--- src/core/codec_serial_pkg.sv ---
// Shared constants and types for the codec serial port
package codec_serial_pkg;
   // Register byte offsets
   localparam logic [7:0] CTRL_OFS = 8'h00;
   localparam logic [7:0] STATUS_OFS = 8'h04;
   localparam logic [7:0] TXDATA_OFS = 8'h08;
   localparam logic [7:0] RXDATA_OFS = 8'h0c;
   // Control field positions
   localparam int CTRL_EN_BIT = 0;
   localparam int CTRL_W = 6;
   localparam logic [5:0] CTRL_RESET = 6'h00;
   // Status field positions
   localparam int ST_TX_FULL = 0;
   localparam int ST_TX_EMPTY = 1;
   localparam int ST_RX_VALID = 2;
   localparam int ST_RX_FULL = 3;
   localparam int ST_UNDERRUN = 4;
   localparam int ST_OVERRUN = 5;
   // Sample and slot geometry
   localparam int SAMPLE_W = 16;
   localparam int RX_WORD_W = 17;
   localparam logic [8:0] NARROW_BITS = 9'h008;
   localparam logic [8:0] WIDE_BITS = 9'h010;
   localparam logic [8:0] POS_IDLE = 9'h1ff;
   // Master bit clock timing
   localparam int PCLK_KHZ = 250000;
   localparam int MASTER_BCLK_KHZ = 2048;
   localparam int SAMPLE_RATE_HZ = 8000;
   localparam int BCLK_HALF_CYCLES = PCLK_KHZ / (2 * MASTER_BCLK_KHZ);
   localparam int FRAME_LEN_BITS = (MASTER_BCLK_KHZ * 1000) / SAMPLE_RATE_HZ;
   // Configuration word, high bit first
   typedef struct packed {
      logic two_syncs;   // Second codec slot and second frame sync used
      logic double_rate; // Slave: incoming bit clock halved
      logic long_frame;  // Long frame protocol
      logic width16;     // 16-bit channels
      logic master;      // Device drives bit clock and first sync
      logic enable;      // Link running
   } cfg_t;
endpackage : codec_serial_pkg

--- src/core/codec_sync2.sv ---
// Two flip-flop synchroniser for pin inputs
`timescale 1ns/10ps
module codec_sync2 #(
   parameter int W = 1
) (
   // Clock and reset
   input wire logic clk,
   input wire logic rst_n,
   // Asynchronous inputs and synchronised outputs
   input wire logic [W-1:0] d,
   output logic [W-1:0] q
);
   logic [W-1:0] meta; // First stage, read only by q

   // Two stages in series
   always_ff @(posedge clk or negedge rst_n) begin
      if (!rst_n) begin
         meta <= '0;
         q <= '0;
      end else begin
         meta <= d;
         q <= meta;
      end
   end
endmodule : codec_sync2

--- src/core/codec_fifo.sv ---
// Small synchronous FIFO with valid/ready on both sides
`timescale 1ns/10ps
module codec_fifo #(
   parameter int WIDTH = 16,
   parameter int DEPTH = 4
) (
   // Clock and reset
   input wire logic clk,
   input wire logic rst_n,
   // Fill side
   input wire logic in_valid,
   output logic in_ready,
   input wire logic [WIDTH-1:0] in_data,
   // Drain side
   output logic out_valid,
   input wire logic out_ready,
   output logic [WIDTH-1:0] out_data
);
   localparam int AW = $clog2(DEPTH);
   logic [WIDTH-1:0] mem [DEPTH]; // Storage
   logic [AW:0] wr_ptr; // Write pointer with wrap bit
   logic [AW:0] rd_ptr; // Read pointer with wrap bit
   logic [AW:0] fill; // Words held
   wire push = in_valid & in_ready;
   wire pop = out_valid & out_ready;

   assign fill = wr_ptr - rd_ptr;
   assign in_ready = (fill != AW'(0) + (AW+1)'(DEPTH)) ? 1'b1 : 1'b0;
   assign out_valid = (fill != '0);
   assign out_data = mem[rd_ptr[AW-1:0]];

   // Pointer update
   always_ff @(posedge clk or negedge rst_n) begin
      if (!rst_n) begin
         wr_ptr <= '0;
         rd_ptr <= '0;
      end else begin
         if (push) wr_ptr <= wr_ptr + 1'b1;
         if (pop) rd_ptr <= rd_ptr + 1'b1;
      end
   end

   // Storage write, no reset needed
   always_ff @(posedge clk) begin
      if (push) mem[wr_ptr[AW-1:0]] <= in_data;
   end
endmodule : codec_fifo

--- src/core/codec_serial_interface.sv ---
// Codec serial port: APB registers, bit clock, frame syncs and shifters
`timescale 1ns/10ps
module codec_serial_interface
   import codec_serial_pkg::*;
#(
   parameter int HALF_DIV = BCLK_HALF_CYCLES,
   parameter int FRAME_BITS = FRAME_LEN_BITS,
   parameter int FIFO_DEPTH = 4
) (
   // Clock and reset
   input wire logic pclk,
   input wire logic presetn,
   // APB slave
   input wire logic psel,
   input wire logic penable,
   input wire logic pwrite,
   input wire logic [7:0] paddr,
   input wire logic [31:0] pwdata,
   output logic [31:0] prdata,
   output logic pready,
   output logic pslverr,
   // Bit clock pin
   input wire logic codec_bit_clock_in,
   output logic codec_bit_clock_out,
   output logic codec_bit_clock_oe,
   // First frame sync pin
   input wire logic frame_sync_first_in,
   output logic frame_sync_first_out,
   output logic frame_sync_first_oe,
   // Second frame sync and data pins
   output logic frame_sync_second,
   output logic codec_serial_tx,
   input wire logic codec_serial_rx
);
   cfg_t cfg; // Link configuration
   logic underrun; // Sticky: slot started with no transmit word
   logic overrun; // Sticky: received word lost, receive FIFO full

   // APB decode
   wire setup = psel & ~penable;
   wire access = psel & penable;
   wire sel_ctrl = (paddr == CTRL_OFS);
   wire sel_status = (paddr == STATUS_OFS);
   wire sel_tx = (paddr == TXDATA_OFS);
   wire sel_rx = (paddr == RXDATA_OFS);
   wire mapped = sel_ctrl | sel_status | sel_tx | sel_rx;

   // FIFO handshakes
   logic tx_in_ready; // Transmit FIFO has room
   logic tx_out_valid; // Transmit word available
   logic tx_out_ready; // Slot load takes a word
   logic [SAMPLE_W-1:0] tx_word; // Head of transmit FIFO
   logic rx_in_valid; // Received word complete
   logic rx_in_ready; // Receive FIFO has room
   logic rx_out_valid; // Received word waiting
   logic [RX_WORD_W-1:0] rx_word; // Head of receive FIFO
   logic [RX_WORD_W-1:0] rx_push_data; // Word being stored

   // A transmit write waits while the FIFO is full
   assign pready = ~(sel_tx & pwrite & ~tx_in_ready);
   assign pslverr = access & ~mapped;
   wire done = access & pready;
   wire wr_done = done & pwrite & mapped;
   wire tx_push = access & pwrite & sel_tx;
   wire rx_pop = done & ~pwrite & sel_rx;

   // Read data selection
   wire [31:0] status_word = {26'h0000000, overrun, underrun, ~rx_in_ready, rx_out_valid,
                              ~tx_out_valid, ~tx_in_ready};
   wire [31:0] read_mux = sel_ctrl ? {26'h0000000, cfg} :
                          sel_status ? status_word :
                          sel_rx ? {15'h0000, rx_word} : 32'h00000000;

   // Read data latched in the setup cycle
   always_ff @(posedge pclk or negedge presetn) begin
      if (!presetn) prdata <= 32'h00000000;
      else if (setup & ~pwrite) prdata <= read_mux;
   end

   // Configuration: while enabled only the enable bit may change
   always_ff @(posedge pclk or negedge presetn) begin
      if (!presetn) begin
         cfg <= cfg_t'(CTRL_RESET);
      end else if (wr_done & sel_ctrl) begin
         if (cfg.enable) cfg.enable <= pwdata[CTRL_EN_BIT];
         else cfg <= cfg_t'(pwdata[CTRL_W-1:0]);
      end
   end

   // Pin synchronisers
   logic bclk_s; // Synchronised incoming bit clock
   logic fs0_s; // Synchronised first frame sync
   logic rx_s; // Synchronised receive data
   codec_sync2 #(.W(3)) u_sync (
      .clk(pclk),
      .rst_n(presetn),
      .d({codec_bit_clock_in, frame_sync_first_in, codec_serial_rx}),
      .q({bclk_s, fs0_s, rx_s})
   );

   // Pin directions follow the mode
   assign codec_bit_clock_oe = cfg.master;
   assign frame_sync_first_oe = cfg.master;

   // Master bit clock divider
   logic [7:0] div_cnt; // Half-period counter
   logic bclk_gen; // Generated bit clock
   wire run_master = cfg.enable & cfg.master;
   wire div_wrap = run_master & (div_cnt == 8'(HALF_DIV - 1));
   wire m_rise = div_wrap & ~bclk_gen;
   wire m_fall = div_wrap & bclk_gen;
   assign codec_bit_clock_out = bclk_gen;

   // Divider runs only in master mode
   always_ff @(posedge pclk or negedge presetn) begin
      if (!presetn) begin
         div_cnt <= 8'h00;
         bclk_gen <= 1'b0;
      end else if (!run_master) begin
         div_cnt <= 8'h00;
         bclk_gen <= 1'b0;
      end else if (div_wrap) begin
         div_cnt <= 8'h00;
         bclk_gen <= ~bclk_gen;
      end else begin
         div_cnt <= div_cnt + 8'h01;
      end
   end

   // Slave edge detection on the synchronised clock
   logic bclk_prev; // Previous synchronised clock
   logic halve; // Halved clock phase in double rate
   wire s_edge = bclk_s & ~bclk_prev;
   wire s_fedge = ~bclk_s & bclk_prev;
   wire run_slave = cfg.enable & ~cfg.master;
   wire s_rise = cfg.double_rate ? (s_edge & ~halve) : s_edge;
   wire s_fall = cfg.double_rate ? (s_edge & halve) : s_fedge;

   // Edge history and divide-by-two phase
   always_ff @(posedge pclk or negedge presetn) begin
      if (!presetn) begin
         bclk_prev <= 1'b0;
         halve <= 1'b0;
      end else begin
         bclk_prev <= bclk_s;
         if (!run_slave) halve <= 1'b0;
         else if (s_edge) halve <= ~halve;
      end
   end

   // Bit-period ticks common to both modes
   wire rise_tick = cfg.master ? m_rise : (run_slave & s_rise);
   wire fall_tick = cfg.master ? m_fall : (run_slave & s_fall);

   // Frame position, advanced at each bit-clock rise
   logic [8:0] pos; // Current bit index in frame
   logic fs0_last; // First sync seen at previous rise
   logic [8:0] next_pos; // Position for the coming bit
   wire slave_start = fs0_s & ~fs0_last;
   wire [8:0] frame_last = 9'(FRAME_BITS - 1);

   // Master wraps each frame; slave restarts on the sync edge
   always_comb begin
      if (cfg.master) next_pos = (pos >= frame_last) ? 9'h000 : pos + 9'h001;
      else if (slave_start) next_pos = 9'h000;
      else next_pos = (pos == POS_IDLE) ? POS_IDLE : pos + 9'h001;
   end

   // Slot geometry for the coming bit
   wire [8:0] w = cfg.width16 ? WIDE_BITS : NARROW_BITS;
   wire [8:0] d0 = cfg.long_frame ? 9'h000 : 9'h001;
   wire [8:0] d1 = cfg.long_frame ? w : w + 9'h002;
   wire in_slot0 = (next_pos >= d0) & (next_pos < d0 + w);
   wire in_slot1 = cfg.two_syncs & (next_pos >= d1) & (next_pos < d1 + w);
   wire load0 = (next_pos == d0);
   wire load1 = cfg.two_syncs & (next_pos == d1);
   wire slot_load = load0 | load1;
   wire fs0_short = (next_pos == 9'h000);
   wire fs0_long = (next_pos < w);
   wire fs0_level = cfg.long_frame ? fs0_long : fs0_short;
   wire fs1_short = (next_pos == w + 9'h001);
   wire fs1_long = (next_pos >= w) & (next_pos < w + w);
   wire fs1_level = cfg.two_syncs & (cfg.long_frame ? fs1_long : fs1_short);

   // A slot load takes one word from the transmit FIFO
   assign tx_out_ready = rise_tick & slot_load;
   wire [SAMPLE_W-1:0] tx_src = tx_out_valid ? tx_word : 16'h0000;
   wire [SAMPLE_W-1:0] tx_aligned = cfg.width16 ? tx_src : {tx_src[7:0], 8'h00};

   // Transmit side and frame syncs, updated at each rise
   logic [SAMPLE_W-1:0] tx_shift; // Outgoing sample
   logic slot_active; // A slot is in progress
   logic slot_id; // Slot 1 belongs to the second codec
   logic [4:0] rx_cnt; // Bits received in this slot
   always_ff @(posedge pclk or negedge presetn) begin
      if (!presetn) begin
         pos <= POS_IDLE;
         fs0_last <= 1'b0;
         frame_sync_first_out <= 1'b0;
         frame_sync_second <= 1'b0;
         tx_shift <= 16'h0000;
         slot_active <= 1'b0;
         slot_id <= 1'b0;
      end else if (!cfg.enable) begin
         pos <= POS_IDLE;
         fs0_last <= 1'b0;
         frame_sync_first_out <= 1'b0;
         frame_sync_second <= 1'b0;
         tx_shift <= 16'h0000;
         slot_active <= 1'b0;
      end else if (rise_tick) begin
         pos <= next_pos;
         fs0_last <= fs0_s;
         frame_sync_first_out <= cfg.master & fs0_level;
         frame_sync_second <= fs1_level;
         slot_active <= in_slot0 | in_slot1;
         if (slot_load) begin
            tx_shift <= tx_aligned;
            slot_id <= load1;
         end else if (in_slot0 | in_slot1) begin
            tx_shift <= {tx_shift[SAMPLE_W-2:0], 1'b0};
         end else begin
            tx_shift <= 16'h0000;
         end
      end
   end

   // Outgoing bit is the top of the shifter
   assign codec_serial_tx = tx_shift[SAMPLE_W-1];

   // Receive side, sampled at each fall within a slot
   logic [SAMPLE_W-1:0] rx_shift; // Incoming sample
   wire [SAMPLE_W-1:0] rx_next = {rx_shift[SAMPLE_W-2:0], rx_s};
   wire rx_last = (rx_cnt == 5'(w - 9'h001));
   assign rx_in_valid = fall_tick & slot_active & rx_last;
   assign rx_push_data = {slot_id, cfg.width16 ? rx_next : {8'h00, rx_next[7:0]}};

   // Receive shifter and bit count
   always_ff @(posedge pclk or negedge presetn) begin
      if (!presetn) begin
         rx_shift <= 16'h0000;
         rx_cnt <= 5'h00;
      end else if (rise_tick & slot_load) begin
         rx_cnt <= 5'h00;
      end else if (fall_tick & slot_active) begin
         rx_shift <= rx_next;
         rx_cnt <= rx_last ? 5'h00 : rx_cnt + 5'h01;
      end
   end

   // Sticky errors: an event in the clearing cycle wins
   wire clr_st = wr_done & sel_status;
   wire set_under = tx_out_ready & ~tx_out_valid;
   wire set_over = rx_in_valid & ~rx_in_ready;
   always_ff @(posedge pclk or negedge presetn) begin
      if (!presetn) begin
         underrun <= 1'b0;
         overrun <= 1'b0;
      end else begin
         if (set_under) underrun <= 1'b1;
         else if (clr_st & pwdata[ST_UNDERRUN]) underrun <= 1'b0;
         if (set_over) overrun <= 1'b1;
         else if (clr_st & pwdata[ST_OVERRUN]) overrun <= 1'b0;
      end
   end

   // Transmit samples from software to the slot loader
   codec_fifo #(.WIDTH(SAMPLE_W), .DEPTH(FIFO_DEPTH)) u_tx_fifo (
      .clk(pclk),
      .rst_n(presetn),
      .in_valid(tx_push),
      .in_ready(tx_in_ready),
      .in_data(pwdata[SAMPLE_W-1:0]),
      .out_valid(tx_out_valid),
      .out_ready(tx_out_ready),
      .out_data(tx_word)
   );

   // Received samples from the shifter to software
   codec_fifo #(.WIDTH(RX_WORD_W), .DEPTH(FIFO_DEPTH)) u_rx_fifo (
      .clk(pclk),
      .rst_n(presetn),
      .in_valid(rx_in_valid),
      .in_ready(rx_in_ready),
      .in_data(rx_push_data),
      .out_valid(rx_out_valid),
      .out_ready(rx_pop),
      .out_data(rx_word)
   );
endmodule : codec_serial_interface

--- config.mk ---
export PLATFORM = sky130hd
export DESIGN_NAME = codec_serial_interface
export DESIGN_NICKNAME = d
export VERILOG_FILES = /design/src/core/codec_serial_pkg.sv /design/src/core/codec_sync2.sv /design/src/core/codec_fifo.sv /design/src/core/codec_serial_interface.sv
export SDC_FILE = /design/constraint.sdc
export NUM_CORES = 1
export LEC_CHECK = 0
export BUFFER_PORTS_ARGS = -buffer_cell sky130_fd_sc_hd__buf_2
export CORE_ASPECT_RATIO = 2
export CORE_MARGIN = 4
export CORE_UTILIZATION = 30
export DETAILED_ROUTE_END_ITERATION = 7
export SLEW_MARGIN = 30
export SYNTH_ARGS = -nofsm -noshare
export SYNTH_HDL_FRONTEND = slang
export SYNTH_SLANG_ARGS = --single-unit
--- constraint.sdc ---
create_clock -name pclk -period 6.5 [get_ports pclk]
set_clock_uncertainty 0.2 [all_clocks]
set_input_delay 0.975 -clock pclk [delete_from_list [all_inputs] [get_ports pclk]]
set_output_delay 0.975 -clock pclk [all_outputs]
set_load 0.01 [all_outputs]
# --- After elaboration in Yosys (flattened, before gate mapping) ---
# Memories as Yosys holds them, arrays and structs flattened.
# Index checks and enable logic that the tools add are counted.
# W data, S select, Z words.
totals:
  register_bits: 119
  latch_bits: 0
  mem_bits_rw: 132
  rom_bits: 0
  in_bits: 48
  output_inout_bits: 40
  elab_cells: 194
  n_memories: 2
op_classes:
  n_addsub: 15
  n_mul: 0
  div_mod_pow: 0
  order_cmp: 8
  eq_ne: 14
  shift: 0
  mux: 52
  n_bitwise: 65
  reduce_logical: 10
mem_list:
  columns: ["memory", "depth", "word_bits", "rd", "rd_ports_with_merged_regs", "wr", "line", "source"]
  rows:
  - ["u_rx_fifo.mem", 4, 17, 1, 0, 1, "codec_fifo.sv:20", "logic [WIDTH-1:0] mem [DEPTH];"]
  - ["u_tx_fifo.mem", 4, 16, 1, 0, 1, "codec_fifo.sv:20", null]
op_table:
  columns: ["operator", "n"]
  rows:
  - ["$mux W16", 7]
  - ["$mux W9", 6]
  - ["$mux W17", 3]
  - ["$and A1 B1 Y1", 45]
  - ["$mux W1", 29]
  - ["$mux W5", 4]
  - ["$eq A9 B6 Y1", 2]
  - ["$lt A9 B6 Y1", 2]
  - ["$eq A8 B4 Y1 const B", 2]
  - ["$mux W8", 2]
  - ["$not A1 Y1", 15]
  - ["$add A3 B1 Y3 const B", 4]
  - ["$add A9 B1 Y9 const B", 1]
  - ["$eq A9 B1 Y1", 1]
  - ["$eq A9 B9 Y1 const B", 1]
  - ["$ge A9 B1 Y1", 1]
  - ["$ge A9 B5 Y1", 1]
  - ["$ge A9 B6 Y1", 1]
  - ["$ge A9 B8 Y1 const B", 1]
  - ["$logic_not A9 Y1", 1]
  - ["$lt A9 B5 Y1", 1]
  - ["$lt A9 B7 Y1", 1]
  - ["$add A8 B1 Y8 const B", 1]
  - ["$eq A8 B3 Y1 const B", 1]
  - ["other kinds (20)", 31]

# --- Logic depth before layout (Yosys ltp) ---
# Gate-level depths: netlist of the first run.
depth:
  word_depth: 13
  mapped_depth: 17

# --- By module ---
# From an unflattened synthesis of the first run, not the netlist that was laid out.
hier_totals:
  cells_unflattened: 796
  hier_area_um2: 10781.6
by_module_without_submodules:
  columns: ["module", "n_inst", "cells_each", "area_each_um2", "seq_area_each_um2"]
  rows:
  - ["codec_serial_interface", 1, 543, 4982.3, 2163.3]
  - ["codec_fifo at u_rx_fifo", 1, 126, 2897.8, 2192.1]
  - ["codec_fifo at u_tx_fifo", 1, 121, 2751.4, 2072.0]
  - ["codec_sync2", 1, 6, 150.1, 150.1]

# --- Worst setup path after synthesis of the first run ---
# OpenSTA, ideal clock, no wires.
synth_timing:
  kind: "flip-flop to flip-flop"
  startpoint: "register pos[2]"
  endpoint: "register tx_shift[10]"
  t_arrival_ns: 3.623
  t_required_ns: 6.234
  path_slack_ns: 2.611
  path_stages_with_launch: 17
  n_path_buf: 2
  period_less_slack_ns: 3.889
  cell_sequence: "dfstp_2 -> buf_2 -> and4_1 -> nand2_1 -> nor2_1 -> ha_1 -> nor2b_1 -> nand2_1 -> a32oi_1 -> ha_1 -> and4_1 -> o21a_1 -> a41o_1 -> and2_1 -> a221oi_4 -> buf_6 -> a221o_1"
synth_via:
  elab_chain_len: 12
  word_cells_on_any_way: 23
  cone_classes: "add/sub (1); order compare (5); eq/ne (3); mux (8); bitwise (6)"
synth_rtl:
  columns: ["element", "line", "source"]
  rows:
  - ["from (decl)", "codec_serial_interface.sv:156", "logic [8:0] pos;"]
  - ["from (signal assigned)", "codec_serial_interface.sv:212", "pos <= next_pos;"]
  - ["$add A9 B1 Y9 / $eq A9 B9 Y1 (equally long branches)", "codec_serial_interface.sv:164, codec_serial_interface.sv:166", null]
  - ["$mux W9", "codec_serial_interface.sv:166", "else next_pos = (pos == POS_IDLE) ? POS_IDLE : pos + 9'h001;"]
  - ["$mux W9", "codec_serial_interface.sv:165", "else if (slave_start) next_pos = 9'h000;"]
  - ["$mux W9 *", "codec_serial_interface.sv:164", "if (cfg.master) next_pos = (pos >= frame_last) ? 9'h000 : pos + 9'h001;"]
  - ["$ge A9 B6 Y1", "codec_serial_interface.sv:174", "wire in_slot1 = cfg.two_syncs & (next_pos >= d1) & (next_pos < d1 + w);"]
  - ["$and A1 B1 Y1 (2 in a row)", "codec_serial_interface.sv:174", null]
  - ["$or A1 B1 Y1", "codec_serial_interface.sv:220", "end else if (in_slot0 | in_slot1) begin"]
  - ["$mux W16", "codec_serial_interface.sv:220", null]
  - ["$mux W16 *", "codec_serial_interface.sv:217", "if (slot_load) begin"]
  - ["$mux W16 *", "codec_serial_interface.sv:211", "end else if (rise_tick) begin"]
  - ["$mux W16 *", "codec_serial_interface.sv:204", "end else if (!cfg.enable) begin"]
  - ["to (signal assigned)", "codec_serial_interface.sv:218", "tx_shift <= tx_aligned;"]
  - ["to (signal assigned)", "codec_serial_interface.sv:221", "tx_shift <= {tx_shift[SAMPLE_W-2:0], 1'b0};"]
  - ["to (decl)", "codec_serial_interface.sv:191", "logic [SAMPLE_W-1:0] tx_shift;"]
# Every way passes the cells marked *; elsewhere a longest branch is shown, timed or not. The select of a mux whose other input is x is not followed.
# A chain may end at the register's enable or synchronous reset.

# --- Worst setup path after layout of the first run ---
layout_timing:
  startpoint: "register pos[1]"
  endpoint: "register tx_shift[9]"
# The elaborated chain is that of the path after synthesis.

==> results of run 1 <==
-- stage by stage --
stage / hold WS (ns) / utilization (%)
floorplan: 0.1312 / -
global placement: 0.1318 / 32.38
detailed placement: 0.1364 / 32.39
CTS: 0.1472 / 34.53
global route: 0.1463 / 34.55
finish: 0.1467 / 34.56
-- flip-flops by register name, indices dropped and copies added (netlist names), 5 cells and up --
register,flops
u_rx_fifo.mem,68
tx_shift,16
cfg,5
rx_shift,15
div_cnt,8
rx_cnt,5
prdata,17
pos,9
u_tx_fifo.mem,64
-- Yosys cell counts (all sizes together), types with 3 or more instances --
library cell	count
a22oi	7
clkbuf	26
mux2	21
nor3	4
nand3	18
a221o	15
o31ai	3
nand4b	3
and4	7
o21a	3
xnor2	17
and2	20
o21ai	39
nor2b	7
dfstp	9
nand2b	7
dfrtp	95
nand4	21
buf	23
nand2	67
xor2	9
a21oi	24
ha	27
a31oi	8
o22ai	3
nor4	4
inv	20
and3	12
nor3b	4
mux4	33
or4	3
nor2	30
edfxtp	132
-- power breakdown --
part | total (uW) | switching, uW | internal [uW]
Combinational | 77.3 | 54.8 | 22.5
Sequential | 1590 | 6.01 | 1580
Clock | 1310 | 546 | 764
Total | 2970 | 607 | 2370
-- layout make-up --
cell class	instances	share of cell area, %
diodes	1	0.02108
clock buffers	24	4.880
clock inverters	14	1.307
inverters	21	0.6640
multi-input cells	456	30.22
flip-flops and latches	236	55.41
well taps	441	4.648
repair buffers	63	2.856
-- logic make-up (layout without fill, tap and decap cells) --
logic type,count (synthesis),after routing,share of synthesized area [%]
AND/OR/NAND/NOR,210,210,10.71
multiplexers,54,54,9.377
flip-flops,236,236,62.96
other,1,16,0.03589
AO/OA/AOI/OAI,124,124,8.240
adder cells (fa/ha/maj),27,27,3.233
XOR/XNOR,26,26,2.180
buffers and inverters,70,122,3.269
-- layer usage --
metal	wire (um)	GRT usage, %
met2	13190	23.37
met5	0	0
met3	800	1.142
met4	854	5.692
met1	8314	13.20
-- path summary, 6_finish.rpt --
check	from	endpoint	slack (ns)	cells after the start
hold / removal	u_sync.meta[2]	u_sync.q[2]	0.15	0
setup / recovery	pos[1]	tx_shift[9]	1.77	14
max in group asynchronous	presetn	pos[2]	4.79	2
setup reg to reg	pos[1]	tx_shift[9]	1.77	14
hold reg to reg	u_sync.meta[2]	u_sync.q[2]	0.15	0
min in group asynchronous	presetn	div_cnt[6]	0.29	1
==> impl_results.md, run 1 <==
- Multi-input gate area: 0.003587 sq mm
- Power Total: 2973 uW
- CP Max Fanout: 15
- Post-CTS setup buffers: 0
- Unrepaired setup endpoints after global routing: no
- DR vias: 6,173
- CP Capture Type: flip-flop
- Fin cells: 1,256
- Site row count: 96
- Main synth FF type: edfxtp_1
- Dominant cells by area after synthesis: edfxtp_1, dfrtp_1, mux4_2
- WL/cell: 18.44 um
- Clock transition at path regs: 0.07 ns
- Die height: 271.9 um
- Most used cell, CP: ha_1
- Final min period: 4.729 ns
- Largest net degree at the start of global routing: 71
- Post-CTS Resized: 0
- Drt first pass iters: 5
- Worst-skew pair later-pin latency: 0.51 ns
- H-tree Lvls: 1
- Max-cap viol count: 0
- Starting Density: 30.41%
- Total gr overflow: 0
- Async SR Flop Fraction: 44.07%
- Crit-path leading delay family: compound AO/OA/AOI/OAI gates
- Leakage: 0.004454 uW
- Crit start category: flip-flop
- Post-DP Area: 0.01113 sq mm
- Peak supply drop: 0.1408 mV
- Total Wirelength: 23.16 mm
- Synth area leader: edfxtp_1
- Most common cell after layout, fill and taps aside: edfxtp_1
- #FFs+latches synth: 236
- Post-synth EDFFs: 132
- Hold Vio Cnt, Final: 0
- Pre-CTS setup slack: 1.819 ns
- Crit path kind: flip-flop to flip-flop
- First-pass GRT wire length: 36.53 mm
- Setup violators final: 0
- Register area share after synthesis: 62.96%
- Vias in the first global route: 6,573
- Arrival time worst endpoint: 4.99 ns
- Buf/Inv on CP: 0
- Yosys Warn Count: 0
- Slowest stage delay, CP: 0.68 ns
- Relative slew slack: 36.70%
- Design area: 0.01187 sq mm
- Share of cells above drive strength 1: 21.99%
- Worst min path class: flip-flop to flip-flop
- TNS Setup: 0 ns
- Die W: 140.0 um
- Antenna violations before repair: 0
- Highest-count cells in the layout ignoring fill and taps: edfxtp_1, dfrtp_1, nand2_1
- Tcrit/Tclk final: 72.76%
- Layout Nets: 874
- Placer's final routability congestion estimate: 0.8324
- Top cell type's share of synthesized area: 37.94%
- Fmax: 0.2114 GHz
- Clock Sinks: 236
- Yosys cell types: 67
- CP required: 6.76 ns
- Outcome: finished clean
- Hold_buf cts: 0
- Synthesized area: 0.01045 sq mm
- ANT nets after route: 0
- FF/Latch Area: 0.006578 sq mm
- Core ar.: 0.03435 sq mm
- Final slew viol count: 0
- Cell Pwr Density: 250.4 mW/mm^2
- Cts bufs inserted: 21
- Slowest cell on crit path: a221oi_4
- DP HPWL: 16.16 mm
- FILL cells: 3,405
- Cells after Synth: 748
- Area Overhead vs Synth: 13.63%
- Post-Place Cells: 1,217
- Vias/cell: 4.915
- Cell breakdown of the critical path: ha_1, nand2_1, nor2_1, ha_1, nor2b_1, nand2_1, a32oi_1, ha_1, and4_1, o21a_1, a41o_1, and2_1, a221oi_4, a221o_1
- Input/output buffers: 56
- Clock Tree Buf Depth: 3
- Synthesized area per cell: 13.97 sq um
- Die area: 0.03806 sq mm
- Actual slew at the worst max-slew pin: 0.9495 ns
- Root Buffer: clkbuf_16
- Ports: 88
- CTS tree: done
- Final worst slack: 1.771 ns
- Drc violations: 0
- Tot GR Track Use: 12.17%
- Initial DRC Count: 345
(Power assumes the default switching activity.)
==> inputs of run 2 (changes only) <==
- ABC_AREA: not set -> 1
- clock period: 6.5 -> 4.05 ns (I/O delays scaled with it)
==> run 2 against run 1 <==
  * Synthesized area increased by 6.8%
  * Flip-flop and latch count stayed put
  * Via count is 27% higher
==> impl_results.md, run 2 <==
- Drt first pass iters: 4
- Register area share after synthesis: 58.94%
- Most used cell, CP: nand2_1
- TNS Setup: 0 ns
- Yosys Warn Count: 0
- Final slew viol count: 0
- Max-cap viol count: 0
- Synthesized area: 0.01116 sq mm
- FILL cells: 3,672
- Placer's final routability congestion estimate: 0.8512
- Crit path kind: flip-flop to flip-flop
- Power Total: 5818 uW
- CP Max Fanout: 10
- DP HPWL: 18.38 mm
- Initial DRC Count: 344
- CTS tree: done
- Vias/cell: 4.621
- Cell breakdown of the critical path: ha_2, nand2_2, nor2_2, nand3_2, nor2_4, ha_2, nor2_1, nand3_1, nand2_1, nand2_2, inv_1, ha_1, nand2_1, inv_1, nand2_1, nand3b_1, nor2_4, nand4_4, nand2_4, buf_12, nand3_1, nand2_1, inv_1, nand2_1
- Total Wirelength: 26.22 mm
- Post-synth EDFFs: 132
- Peak supply drop: 0.2411 mV
- Tot GR Track Use: 13.06%
- Relative slew slack: 49.16%
- Root Buffer: clkbuf_16
- CP Capture Type: flip-flop
- Main synth FF type: edfxtp_1
- Most common cell after layout, fill and taps aside: nand2_1
- ANT nets after route: 0
- Layout Nets: 1,303
- First-pass GRT wire length: 42.18 mm
- Fin cells: 1,698
- Vias in the first global route: 8,093
- Worst min path class: input pin to flip-flop
- Clock Sinks: 236
- Dominant cells by area after synthesis: edfxtp_1, dfrtp_1, nand2_1
- Worst-skew pair later-pin latency: 0.52 ns
- Async SR Flop Fraction: 44.07%
- CP required: 4.32 ns
- Outcome: finished clean
- DR vias: 7,847
- Hold Worst Slack: 0.02953 ns
- Clock transition at path regs: 0.07 ns
- Clock Tree Buf Depth: 3
- Die area: 0.04054 sq mm
- Drc violations: 0
- Slowest stage delay, CP: 0.56 ns
- Die height: 280.8 um
- Synthesized area per cell: 9.712 sq um
- Flip-flop count of the largest register after layout: 68
- Starting Density: 30.44%
- Crit start category: flip-flop
- Highest-count cells in the layout ignoring fill and taps: nand2_1, inv_1, edfxtp_1
- Fmax: 0.2628 GHz
- Synth cell count leaders: nand2_1, inv_1, edfxtp_1
- Top cell type's share of synthesized area: 35.52%
- Largest net degree at the start of global routing: 105
- Ports: 88
- Yosys cell types: 49
- WL/cell: 15.44 um
- Area Overhead vs Synth: 15.61%
- Tcrit/Tclk final: 93.94%
- Arrival time worst endpoint: 4.07 ns
- Total gr overflow: 0
- Share of cells above drive strength 1: 15.51%
- Core ar.: 0.03667 sq mm
- #FFs+latches synth: 236
- Cts bufs inserted: 22
- Post-DP Area: 0.01206 sq mm
- Synth area leader: edfxtp_1
- Cell Pwr Density: 451.0 mW/mm^2
- Post-Place Cells: 1,655
- Input/output buffers: 56
- Antenna violations before repair: 1
- Design area: 0.01290 sq mm
- Actual slew at the worst max-slew pin: 0.7617 ns
- Setup violators final: 0
- Cells after Synth: 1,149
- Die W: 144.4 um
- Final min period: 3.805 ns
- Leakage: 0.005571 uW
- Hold Vio Cnt, Final: 0
- Slowest cell on crit path: dfstp_2
- H-tree Lvls: 1
- Inserted Diodes: 0
- Count leader, synth: nand2_1
- Site row count: 99
[run 2: critical path: cells and delay by family, from the launching register on]
kind / cells / cell delay, ns
AND/OR/NAND/NOR: 17 / 1.96
flip-flops: 1 / 0.56
adder cells (fa/ha/maj): 3 / 0.72
buffers and inverters: 4 / 0.32
[run 2: per-layer routing]
layer / track usage, % / wire length (um) / part of all wire (%) / vias to the layer above
met5: 0 / 0 / 0 / -
met4: 4.884 / 845 / 3.2 / 0
met3: 1.754 / 915 / 3.5 / 40
met2: 24.95 / 14360 / 55 / 136
met1: 14.27 / 10100 / 39 / 3732
li1: - / - / - / 3939
[run 2: path summary, 6_finish.rpt]
path / to / slack (ns) / start / cells past startpoint
worst max register to register: tx_shift[4] / 0.25 / pos[1] / 24
max in group asynchronous: prdata[13] / 2.66 / presetn / 3
worst max-delay path: tx_shift[4] / 0.25 / pos[1] / 24
min in group asynchronous: rx_shift[7] / 0.46 / presetn / 3
worst min-delay path: u_sync.meta[0] / 0.03 / codec_serial_rx / 1
worst min register to register: u_sync.q[2] / 0.16 / u_sync.meta[2] / 0
[run 2: what timing repair did]
item	CTS	global route
hold endpoints to repair	28	0
pin swaps	0	4
hold buffers	2	0
gates resized for setup	1	10
setup endpoints to repair	3	27
setup buffers	0	1
[run 2: logic make-up (layout without fill, tap and decap cells)]
logic type                 count (synthesis)  count (layout)  synth area share, %
muxes                                      3               3               0.3027
AOI/OAI and AO/OA                        180             180                9.564
DFF                                      236             236                58.94
and+or+nand+nor                          486             486                19.21
adders and majority gates                 27              27                3.027
xor gates and xnor gates                  13              13                1.020
other                                      1              15              0.03360
buffers and inverters                    203             284                7.904
[run 2: layout make-up]
cell class,instances,area (sq um),share of cell area [%]
Clock buffer,27,600.6,4.655
Clock inverter,13,175.2,1.358
Inverter,148,555.5,4.306
Multi-Input combinational cell,724,3799,29.44
Sequential cell,236,6578,50.98
Tap cell,454,568.0,4.403
Timing Repair Buffer,96,625.6,4.849
[run 2: per-stage QoR]
stage / worst slack, ns / utilization [%]
floorplan: 0.6676 / -
global placement: 0.1181 / 32.88
detailed placement: 0.03829 / 32.88
CTS: 0.09917 / 35.06
global route: -0.01877 / 35.19
finish: 0.2453 / 35.19
[run 2: power by group]
part	total, uW	internal, uW	switching (uW)	leakage, uW
clock	2240	1320	923	0.000370
sequential	2730	2650	82.3	0.00260
combinational	849	281	568	0.00260
total	5820	4250	1570	0.00557
